===== src/tm3_pkg.sv =====
// Package for the timer-3 block: register map, field positions, reset values, prescale counts.
// Assumes an 8-bit special-function-register bus with one-cycle read and write strobes.
package tm3_pkg;
   localparam logic [7:0] TM3_ADDR_CTRL = 8'h91;
   localparam logic [7:0] TM3_ADDR_RLL = 8'h92;
   localparam logic [7:0] TM3_ADDR_RLH = 8'h93;
   localparam logic [7:0] TM3_ADDR_CNTL = 8'h94;
   localparam logic [7:0] TM3_ADDR_CNTH = 8'h95;
   localparam logic [7:0] TM3_RST_BYTE = 8'h00;
   // Control register field positions
   localparam int TM3_B_HOVF = 7;
   localparam int TM3_B_LOVF = 6;
   localparam int TM3_B_LIEN = 5;
   localparam int TM3_B_CAPEN = 4;
   localparam int TM3_B_SPLIT = 3;
   localparam int TM3_B_RUN = 2;
   localparam int TM3_B_XCLK = 0;
   localparam logic [7:0] TM3_CTRL_WMASK = 8'hfd;
   // Prescale counts
   localparam logic [3:0] TM3_SYS_DIV = 4'hc;
   localparam logic [3:0] TM3_EXT_DIV = 4'h8;

   typedef struct packed {
      logic wr;
      logic rd;
      logic [7:0] addr;
      logic [7:0] wdata;
   } tm3_bus_s;

   typedef struct packed {
      logic [7:0] ctrl;
      logic [7:0] rll;
      logic [7:0] rlh;
      logic [7:0] cntl;
      logic [7:0] cnth;
      logic [7:0] rdata;
      logic irq;
   } tm3_state_s;

   typedef struct packed {
      logic [3:0] sys_cnt;
      logic [2:0] ext_cnt;
      logic [2:0] ext_sync;
      logic [2:0] lfo_sync;
      logic sys_tick;
      logic ext_tick;
      logic lfo_fall;
   } tm3_pre_s;
endpackage


===== src/tm3_prescale.sv =====
// Tick generator: system clock / 12, external clock / 8, slow-oscillator falling edge.
// Assumes ext_clk and lfo are asynchronous pins; both pass two flip-flops before use.
`timescale 1ns/10ps
`default_nettype none
module tm3_prescale
   import tm3_pkg::*;
(
   // Clock and reset
   input wire logic clk,
   input wire logic rstn,
   // Asynchronous pins
   input wire logic ext_clk,
   input wire logic lfo,
   // Tick outputs, one cycle each
   output logic sys_tick,
   output logic ext_tick,
   output logic lfo_fall
);
   tm3_pre_s s_r, s_nxt;

   always_comb begin
      s_nxt = s_r;
      s_nxt.ext_sync = {s_r.ext_sync[1:0], ext_clk};
      s_nxt.lfo_sync = {s_r.lfo_sync[1:0], lfo};
      s_nxt.sys_tick = 1'b0;
      s_nxt.ext_tick = 1'b0;
      // Edge detect uses stages 1 and 2, never the first flop
      s_nxt.lfo_fall = s_r.lfo_sync[2] & ~s_r.lfo_sync[1];
      if (s_r.sys_cnt == TM3_SYS_DIV - 4'h1) begin
         s_nxt.sys_cnt = 4'h0;
         s_nxt.sys_tick = 1'b1;
      end else begin
         s_nxt.sys_cnt = s_r.sys_cnt + 4'h1;
      end
      if (s_r.ext_sync[1] & ~s_r.ext_sync[2]) begin
         s_nxt.ext_cnt = s_r.ext_cnt + 3'h1;
         if (s_r.ext_cnt == 3'(TM3_EXT_DIV - 4'h1)) begin
            s_nxt.ext_tick = 1'b1;
         end
      end
   end

   always_ff @(posedge clk) begin
      if (!rstn) begin
         s_r <= '0;
      end else begin
         s_r <= s_nxt;
      end
   end

   assign sys_tick = s_r.sys_tick;
   assign ext_tick = s_r.ext_tick;
   assign lfo_fall = s_r.lfo_fall;
endmodule
`default_nettype wire


===== src/tm3_timer.sv =====
// Timer 3: clock select, 16-bit or split 8-bit auto-reload, slow-oscillator capture.
// Assumes a special-function-register bus with one-cycle strobes; read data is registered.
`timescale 1ns/10ps
`default_nettype none
module tm3_timer
   import tm3_pkg::*;
(
   // Clock and reset
   input wire logic clk,
   input wire logic rstn,
   // Register bus
   input wire tm3_bus_s bus,
   output logic [7:0] rdata,
   // Per-byte clock selects from the clock control register
   input wire logic high_byte_clock_select,
   input wire logic low_byte_clock_select,
   // Asynchronous sources
   input wire logic ext_clk,
   input wire logic lfo,
   // Status out
   output logic [7:0] timer_control,
   output logic [15:0] count,
   output logic irq
);
   tm3_state_s s_r, s_nxt;
   logic sys_tick, ext_tick, lfo_fall;

   tm3_prescale u_pre (
      .clk(clk),
      .rstn(rstn),
      .ext_clk(ext_clk),
      .lfo(lfo),
      .sys_tick(sys_tick),
      .ext_tick(ext_tick),
      .lfo_fall(lfo_fall)
   );

   // Tick for one byte: per-byte select forces the system clock, else the shared choice
   function automatic logic byte_tick(input logic sel_sys, input logic xclk,
                                      input logic st, input logic et);
      byte_tick = sel_sys ? st : (xclk ? et : st);
   endfunction

   logic split, run, capen, tick_l, tick_h, inc_l, inc_h, wrap_l, wrap_h;
   logic [15:0] cnt16;

   always_comb begin
      split = s_r.ctrl[TM3_B_SPLIT];
      run = s_r.ctrl[TM3_B_RUN];
      capen = s_r.ctrl[TM3_B_CAPEN];
      // Per-byte select set means system clock divide-by-12 tick path (sys_tick)
      tick_l = byte_tick(low_byte_clock_select, s_r.ctrl[TM3_B_XCLK],
                         sys_tick, ext_tick);
      tick_h = split ? byte_tick(high_byte_clock_select, s_r.ctrl[TM3_B_XCLK],
                                 sys_tick, ext_tick) : tick_l;
      cnt16 = {s_r.cnth, s_r.cntl};
      if (split) begin
         inc_l = tick_l;
         inc_h = tick_h & run;
         wrap_l = inc_l & (s_r.cntl == 8'hff);
         wrap_h = inc_h & (s_r.cnth == 8'hff);
      end else begin
         inc_l = tick_l & run;
         inc_h = 1'b0;
         wrap_l = inc_l & (s_r.cntl == 8'hff);
         wrap_h = inc_l & (cnt16 == 16'hffff);
      end

      s_nxt = s_r;
      s_nxt.irq = 1'b0;
      // Counting; capture mode never reloads
      if (split) begin
         if (inc_l) begin
            s_nxt.cntl = (wrap_l && !capen) ? s_r.rll : s_r.cntl + 8'h01;
         end
         if (inc_h) begin
            s_nxt.cnth = (wrap_h && !capen) ? s_r.rlh : s_r.cnth + 8'h01;
         end
      end else if (inc_l) begin
         if (wrap_h && !capen) begin
            s_nxt.cntl = s_r.rll;
            s_nxt.cnth = s_r.rlh;
         end else begin
            {s_nxt.cnth, s_nxt.cntl} = cnt16 + 16'h0001;
         end
      end
      if (capen && lfo_fall) begin
         s_nxt.rll = s_r.cntl;
         s_nxt.rlh = s_r.cnth;
         s_nxt.irq = 1'b1;
      end

      // Software writes; hardware flag set wins over a clearing write
      if (bus.wr) begin
         unique case (bus.addr)
            TM3_ADDR_CTRL: s_nxt.ctrl = bus.wdata & TM3_CTRL_WMASK;
            TM3_ADDR_RLL: s_nxt.rll = bus.wdata;
            TM3_ADDR_RLH: s_nxt.rlh = bus.wdata;
            TM3_ADDR_CNTL: s_nxt.cntl = bus.wdata;
            TM3_ADDR_CNTH: s_nxt.cnth = bus.wdata;
            default: ;
         endcase
      end
      if (wrap_l) begin
         s_nxt.ctrl[TM3_B_LOVF] = 1'b1;
         if (s_r.ctrl[TM3_B_LIEN]) begin
            s_nxt.irq = 1'b1;
         end
      end
      if (wrap_h) begin
         s_nxt.ctrl[TM3_B_HOVF] = 1'b1;
         s_nxt.irq = 1'b1;
      end

      s_nxt.rdata = 8'h00;
      if (bus.rd) begin
         unique case (bus.addr)
            TM3_ADDR_CTRL: s_nxt.rdata = s_r.ctrl;
            TM3_ADDR_RLL: s_nxt.rdata = s_r.rll;
            TM3_ADDR_RLH: s_nxt.rdata = s_r.rlh;
            TM3_ADDR_CNTL: s_nxt.rdata = s_r.cntl;
            TM3_ADDR_CNTH: s_nxt.rdata = s_r.cnth;
            default: s_nxt.rdata = 8'h00;
         endcase
      end
   end

   always_ff @(posedge clk) begin
      if (!rstn) begin
         s_r <= '0;
      end else begin
         s_r <= s_nxt;
      end
   end

   assign rdata = s_r.rdata;
   assign timer_control = s_r.ctrl;
   assign count = {s_r.cnth, s_r.cntl};
   assign irq = s_r.irq;
endmodule
`default_nettype wire


===== config.mk =====
export PLATFORM = sky130hd
export DESIGN_NAME = tm3_timer
export DESIGN_NICKNAME = d
export VERILOG_FILES = /design/src/tm3_pkg.sv /design/src/tm3_prescale.sv /design/src/tm3_timer.sv
export SDC_FILE = /design/constraint.sdc
export NUM_CORES = 1
export LEC_CHECK = 0
export BUFFER_PORTS_ARGS = -buffer_cell sky130_fd_sc_hd__buf_4
export CORE_MARGIN = 10
export CORE_UTILIZATION = 57
export CTS_CLUSTER_SIZE = 8
export DETAILED_ROUTE_END_ITERATION = 10
export GPL_ROUTABILITY_DRIVEN = 0
export PLACE_DENSITY = 0.79
export SYNTH_ARGS = -nofsm -noshare
export SYNTH_HDL_FRONTEND = slang
export SYNTH_SLANG_ARGS = --single-unit

===== constraint.sdc =====
create_clock -name clk -period 2.9 [get_ports clk]
set_clock_uncertainty 0.15 [all_clocks]
set_input_delay 0.435 -clock clk [delete_from_list [all_inputs] [get_ports clk]]
set_output_delay 0.435 -clock clk [all_outputs]
set_load 0.02 [all_outputs]

Word-level counts from Yosys, hierarchy flattened
Cells that the tools add are included.
Word-level totals
  register bits after elaboration: 64
  input port bits: 24
Operators by class
  add/sub/neg operators: 5
  equal/unequal tests: 10
  muxes and demuxes: 31
  bitwise operators: 11
  reductions and logical operators: 14
Operator list (count)
  $mux 8: 9
  $mux 16: 4
  $eq 8x8->1 const B: 7
  $mux 40: 1
  $pmux 8 s5: 1
  $add 16x1->16 const B: 1
  $add 8x1->8 const B: 2
  $eq 16x16->1 const B: 1
  $mux 1: 16
  $reduce_and 2->1: 5
  $and 1x1->1: 8
  $reduce_bool 2->1: 4
  $add 4x1->4 const B: 1
  $eq 4x4->1 const B: 1
  $add 3x1->3 const B: 1
  $eq 3x3->1 const B: 1
  $logic_and 1x1->1: 3
  $not 1->1: 3
  $reduce_or 2->1: 1
  $logic_not 1->1: 1

Logic depth before layout (Yosys ltp)
  depth after elaboration: 13
  depth in mapped cells: 8

By module
From an unflattened synthesis, not the netlist that was laid out.
Unflattened totals
  cells, all modules: 505
  area, all modules: 4110.2 µm²
By module, submodules not included
  tm3_timer: instances 1, cells each 456, area an instance 3547.2 µm², sequential area each 960.9 µm²
  tm3_prescale: instances 1, cells each 49, area an instance 563.0 µm², sequential area each 320.3 µm²

Worst setup path after synthesis
No wires, ideal clock.
  kind: register to register
  from: reg s_r, in the netlist count[0]
  to: reg s_r, in the netlist count[11]
  setup time: 0.116 ns
  arrival: 2.018 ns
  data required time: 2.634 ns
  path slack: 0.616 ns
  stages on the path, launching flop included: 8
  period minus slack after synthesis: 2.284 ns
  cell sequence: dfxtp_1 > ha_1 > nand3_1 > or4b_4 > o22ai_4 > and2_4 > o211ai_2 > a41o_1
Between the ends
  word-level cells in the longest chain between the ends: 9
  elaborated cells on any way between the ends: 12
  those cells by class: add/sub: 1; eq/ne: 1; mux: 8; bitwise: 1; reduce/logical: 1
RTL lines
  start, declared: RTL line tm3_timer.sv:25  | tm3_state_s s_r, s_nxt;
  start signal, assigned: RTL line tm3_timer.sv:132  | s_r <= s_nxt;
  parallel branches: the longest is 6 deep, another holds $add 16x1->16
  $mux 16 *: RTL line tm3_timer.sv:72  | if (split) begin
  $mux 8: RTL line tm3_timer.sv:95  | unique case (bus.addr)
  $mux 40 *: RTL line tm3_timer.sv:94  | if (bus.wr) begin
Mark *: on every way between the ends. The select of a mux whose other input is x is not followed.
A chain may end at the register's enable or synchronous reset.

Worst setup path in the final report
  from: reg s_r, in the netlist count[0]
  to: reg s_r, in the netlist count[9]
Same word-level chain as after synthesis.

==> impl_metrics.csv <==
group,metric,value,unit
min_path,whs_endpoint,"u_pre.s_nxt[4]",
drt,ant_nets,0,
sta,finalWorstSetupSlack,306.3,ps
grt,grt.met3_usage,6.444,%
floorplanning,die_y,104.3,µm
drt,dr.pass1.iters,6,
logic_synthesis,synthesis.instances,514,
sta,worstMarginPinSlew,1228,ps
final_layout,antenna_cells,0,
clock_tree,cts_resized,0,
grt,grt_use_met2,33.84,%
min_path,min_from,"lfo",
clock_tree,clockBufferDepth,2,
critical_path,setup.worst_path.start,"count[0]",
floorplanning,rows,30,
pwr,p_per_area,434.8,mW/mm²
final_layout,final_util,66.48,%
final_layout,nets,564,
floorplanning,start_util,59.02,%
drt,viasPerCell,6.618,
logic_synthesis,ys_ff_latch,64,
min_path,hp-class,"in -> reg",
critical_path,cp-end-kind,"flop",
clock_tree,cts_setup_buffers,0,
sta,fin_setup_tns,0,ps
sta,period_needed,2594,ps
clock_tree,clock_latency,360,ps
clock_tree,cts_made_buffers,9,
placement,io_buffer_count,55,
clock_tree,cts_hold_repair.buffers,0,
sta,hold_viol_final,0,
logic_synthesis,synth-simple-area-share,27.87,%
clock_tree,cts_tree,"done",
logic_synthesis,synth.distinct_cells,76,
sta,final_max_slew_viol_count,0,
critical_path,critical_path_required,3000,ps
min_path,worstHoldPathCells,2,
grt,grt_usage,22.45,%
drt,routed_wl,12860,µm
logic_synthesis,synth_top_family_by_area,"simple AND/OR/NAND/NOR gates",
placement,dp_hpwl,9178,µm
outcome,outcome,"finished clean",
logic_synthesis,muxShareOfSynthArea,2.809,%
sta,max_freq,0.3856,GHz
critical_path,cp_slowest_cell,"or4b_4",
logic_synthesis,ys_warn_count,0,
grt,grt_pass1_vias,3886,
floorplanning,io_pins,57,
grt,overflow,0,
drt,routedWlPerCell,20.21,µm
placement,dpl_worst_slack,404.0,ps
critical_path,worstPathArrival,2690,ps
grt,grt_max_degree,33,
logic_synthesis,async_flop_share,0,%
critical_path,reg2reg_depth,7,
logic_synthesis,synth_compound_area_share,22.56,%
floorplanning,die-area,0.01089,mm²
critical_path,crit_chain,"ha_1, nand3_1, or4b_4, o22ai_4, and2_4, o21ai_1, a32o_1",
drt,drc_errors,0,
floorplanning,core,0.006869,mm²
critical_path,worstPathMaxFanout,10,
critical_path,slowest_delay,530,ps
final_layout,final_cell_mix,"buf_4 (75), nand2_1 (70), dfxtp_1 (64)",
final_layout,drive_above_1_share,20.93,%
critical_path,ff2ff_setup_slack,310,ps
logic_synthesis,synth_edf_count,0,
final_layout,area_growth,12.65,%
critical_path,path_class,"reg -> reg",
drt,vias,4209,
critical_path,reg2reg_to,"count[9]",
logic_synthesis,synth_nets,543,
critical_path,r2r_start,"count[0]",
sta,max_slew_margin,16.87,%
logic_synthesis,ys_seq_area_share,31.60,%
clock_tree,clockRootBuffer,"clkbuf_8",
sta,period_share,89.44,%
grt,grt_first_pass_wirelength,20280,µm
pwr,ir_worst_vdd,439.7,µV
logic_synthesis,synth_xor_xnor_area_share,2.377,%
floorplanning,die_x,104.3,µm
logic_synthesis,synth_ff_type,"dfxtp_1",
final_layout,final_common_cell,"buf_4",
flow_run,cap_violations,0,
clock_tree,clk_pin_slew,80,ps
grt,grt.busiest_layer,"met2",
sta,rsz0062_at_grt,"no",
critical_path,crit_path_start_kind,"flop",
clock_tree,cts_max_level,3,
sta,setup_viol_count_final,0,
pwr,leakage,1.675,nW
logic_synthesis,synthAdderAreaFrac,1.543,%
drt,drt_iter0_drc,568,
grt,met1_usage,28.34,%
logic_synthesis,synth.avg_cell_area,7.887,µm²
logic_synthesis,syn_area,0.004054,mm²
grt,grt_antenna_before_repair,0,
clock_tree,cts_num_sinks,64,
[power breakdown]
part	switching, mW	internal, mW	total, mW
Combinational	0.0620	0.0453	0.107
Clock	0.399	0.581	0.980
Sequential	0.00995	0.889	0.898
Total	0.471	1.52	1.99
[registers in the layout, summed over array words and instances, names as in the netlist]
| signal | count |
|---|---|
| s_r | 16 |
| irq | 1 |
| u_pre.sys_tick | 1 |
| count | 16 |
| rdata | 8 |
| u_pre.s_nxt | 4 |
| u_pre.ext_tick | 1 |
| u_pre.s_r | 9 |
| timer_control | 7 |
| u_pre.lfo_fall | 1 |
[stage by stage]
| step | instances | hold WS (ps) | cell area (µm²) | total power [mW] |
|---|---|---|---|---|
| global placement | 620 | 251.3 | 4318 | 1.021 |
| floorplan | 514 | 232.7 | 4054 | 0.9719 |
| global route | 636 | 127.0 | 4567 | 2.036 |
| CTS | 636 | 125.8 | 4567 | 1.992 |
| finish | 636 | 130.9 | 4567 | 1.986 |
| detailed placement | 620 | 248.2 | 4318 | 1.025 |
[worst max path at each step]
stage	to	slack (ps)	depth (start not counted)
detailed placement	count[10]	400	7
global route	count[10]	230	7
finish	count[9]	310	7
floorplan	count[11]	620	7
global placement	count[10]	470	8
CTS	count[10]	390	7
[cell type report]
type                       count  area, µm²
fill                         566       2302
timing repair buffer          75      563.0
multi-input combinational    378       2327
sequential                    64       1281
clock buffer                   9      123.9
inverter                       7      26.28
tap                           96      120.1
clock inverter                 7      125.1
[per-layer routing]
layer | vias up | share of wire, %
met5 | - | 0
met4 | 0 | 3.6
met3 | 54 | 11
met2 | 321 | 45
met1 | 1940 | 40
li1 | 1894 | -
[synthesized netlist by cell type, types with 2 or more instances]
master	n	area, µm²
clkbuf_8	3	41.29
clkbuf_1	19	71.32
a211oi_1	4	30.03
xnor2_1	9	78.83
a21oi_1	19	95.09
nand4_1	4	25.02
nor3_1	10	50.05
mux2_2	3	33.78
a22oi_1	17	127.6
dfxtp_1	64	1281
a41oi_1	2	17.52
buf_2	4	20.02
nor2b_1	2	12.51
or2_2	2	12.51
nor3_2	2	20.02
inv_1	7	26.28
and2_1	9	56.30
a32o_1	2	20.02
nand3_1	36	180.2
a31oi_1	14	87.58
ha_1	5	62.56
clkbuf_2	2	10.01
nor2_1	49	183.9
a21boi_0	3	22.52
o21ai_1	2	10.01
buf_6	2	22.52
nand3b_1	4	30.03
o22ai_1	3	18.77
nor4_1	4	25.02
mux2i_1	8	80.08
and2b_1	2	15.01
o21ai_0	19	95.09
nand2b_1	2	12.51
nand2_1	70	262.8
o2bb2ai_1	2	17.52
o31ai_1	3	22.52
and3_1	8	50.05
and4_1	2	17.52
buf_4	33	247.7
a311oi_1	16	140.1
nand4b_1	2	17.52
xor2_1	2	17.52
o211ai_1	6	45.04
[kinds of logic (layout without fill, tap and decap cells)]
logic type	after synthesis	in the layout
muxes	11	11
and+or+nand+nor	221	221
AOI/OAI and AO/OA	129	129
other	1	1
buffers and inverters	72	98
DFF	64	64
xor gates and xnor gates	11	11
adders and majority gates	5	5
[critical path: cells and delay by family (launching register included)]
kind	cells	cell delay (ps)
AO/OA/AOI/OAI	3	620
adder cells (fa/ha/maj)	1	260
flip-flops	1	520
AND/OR/NAND/NOR	3	930
No activity file was read; power rests on OpenSTA's default activity.
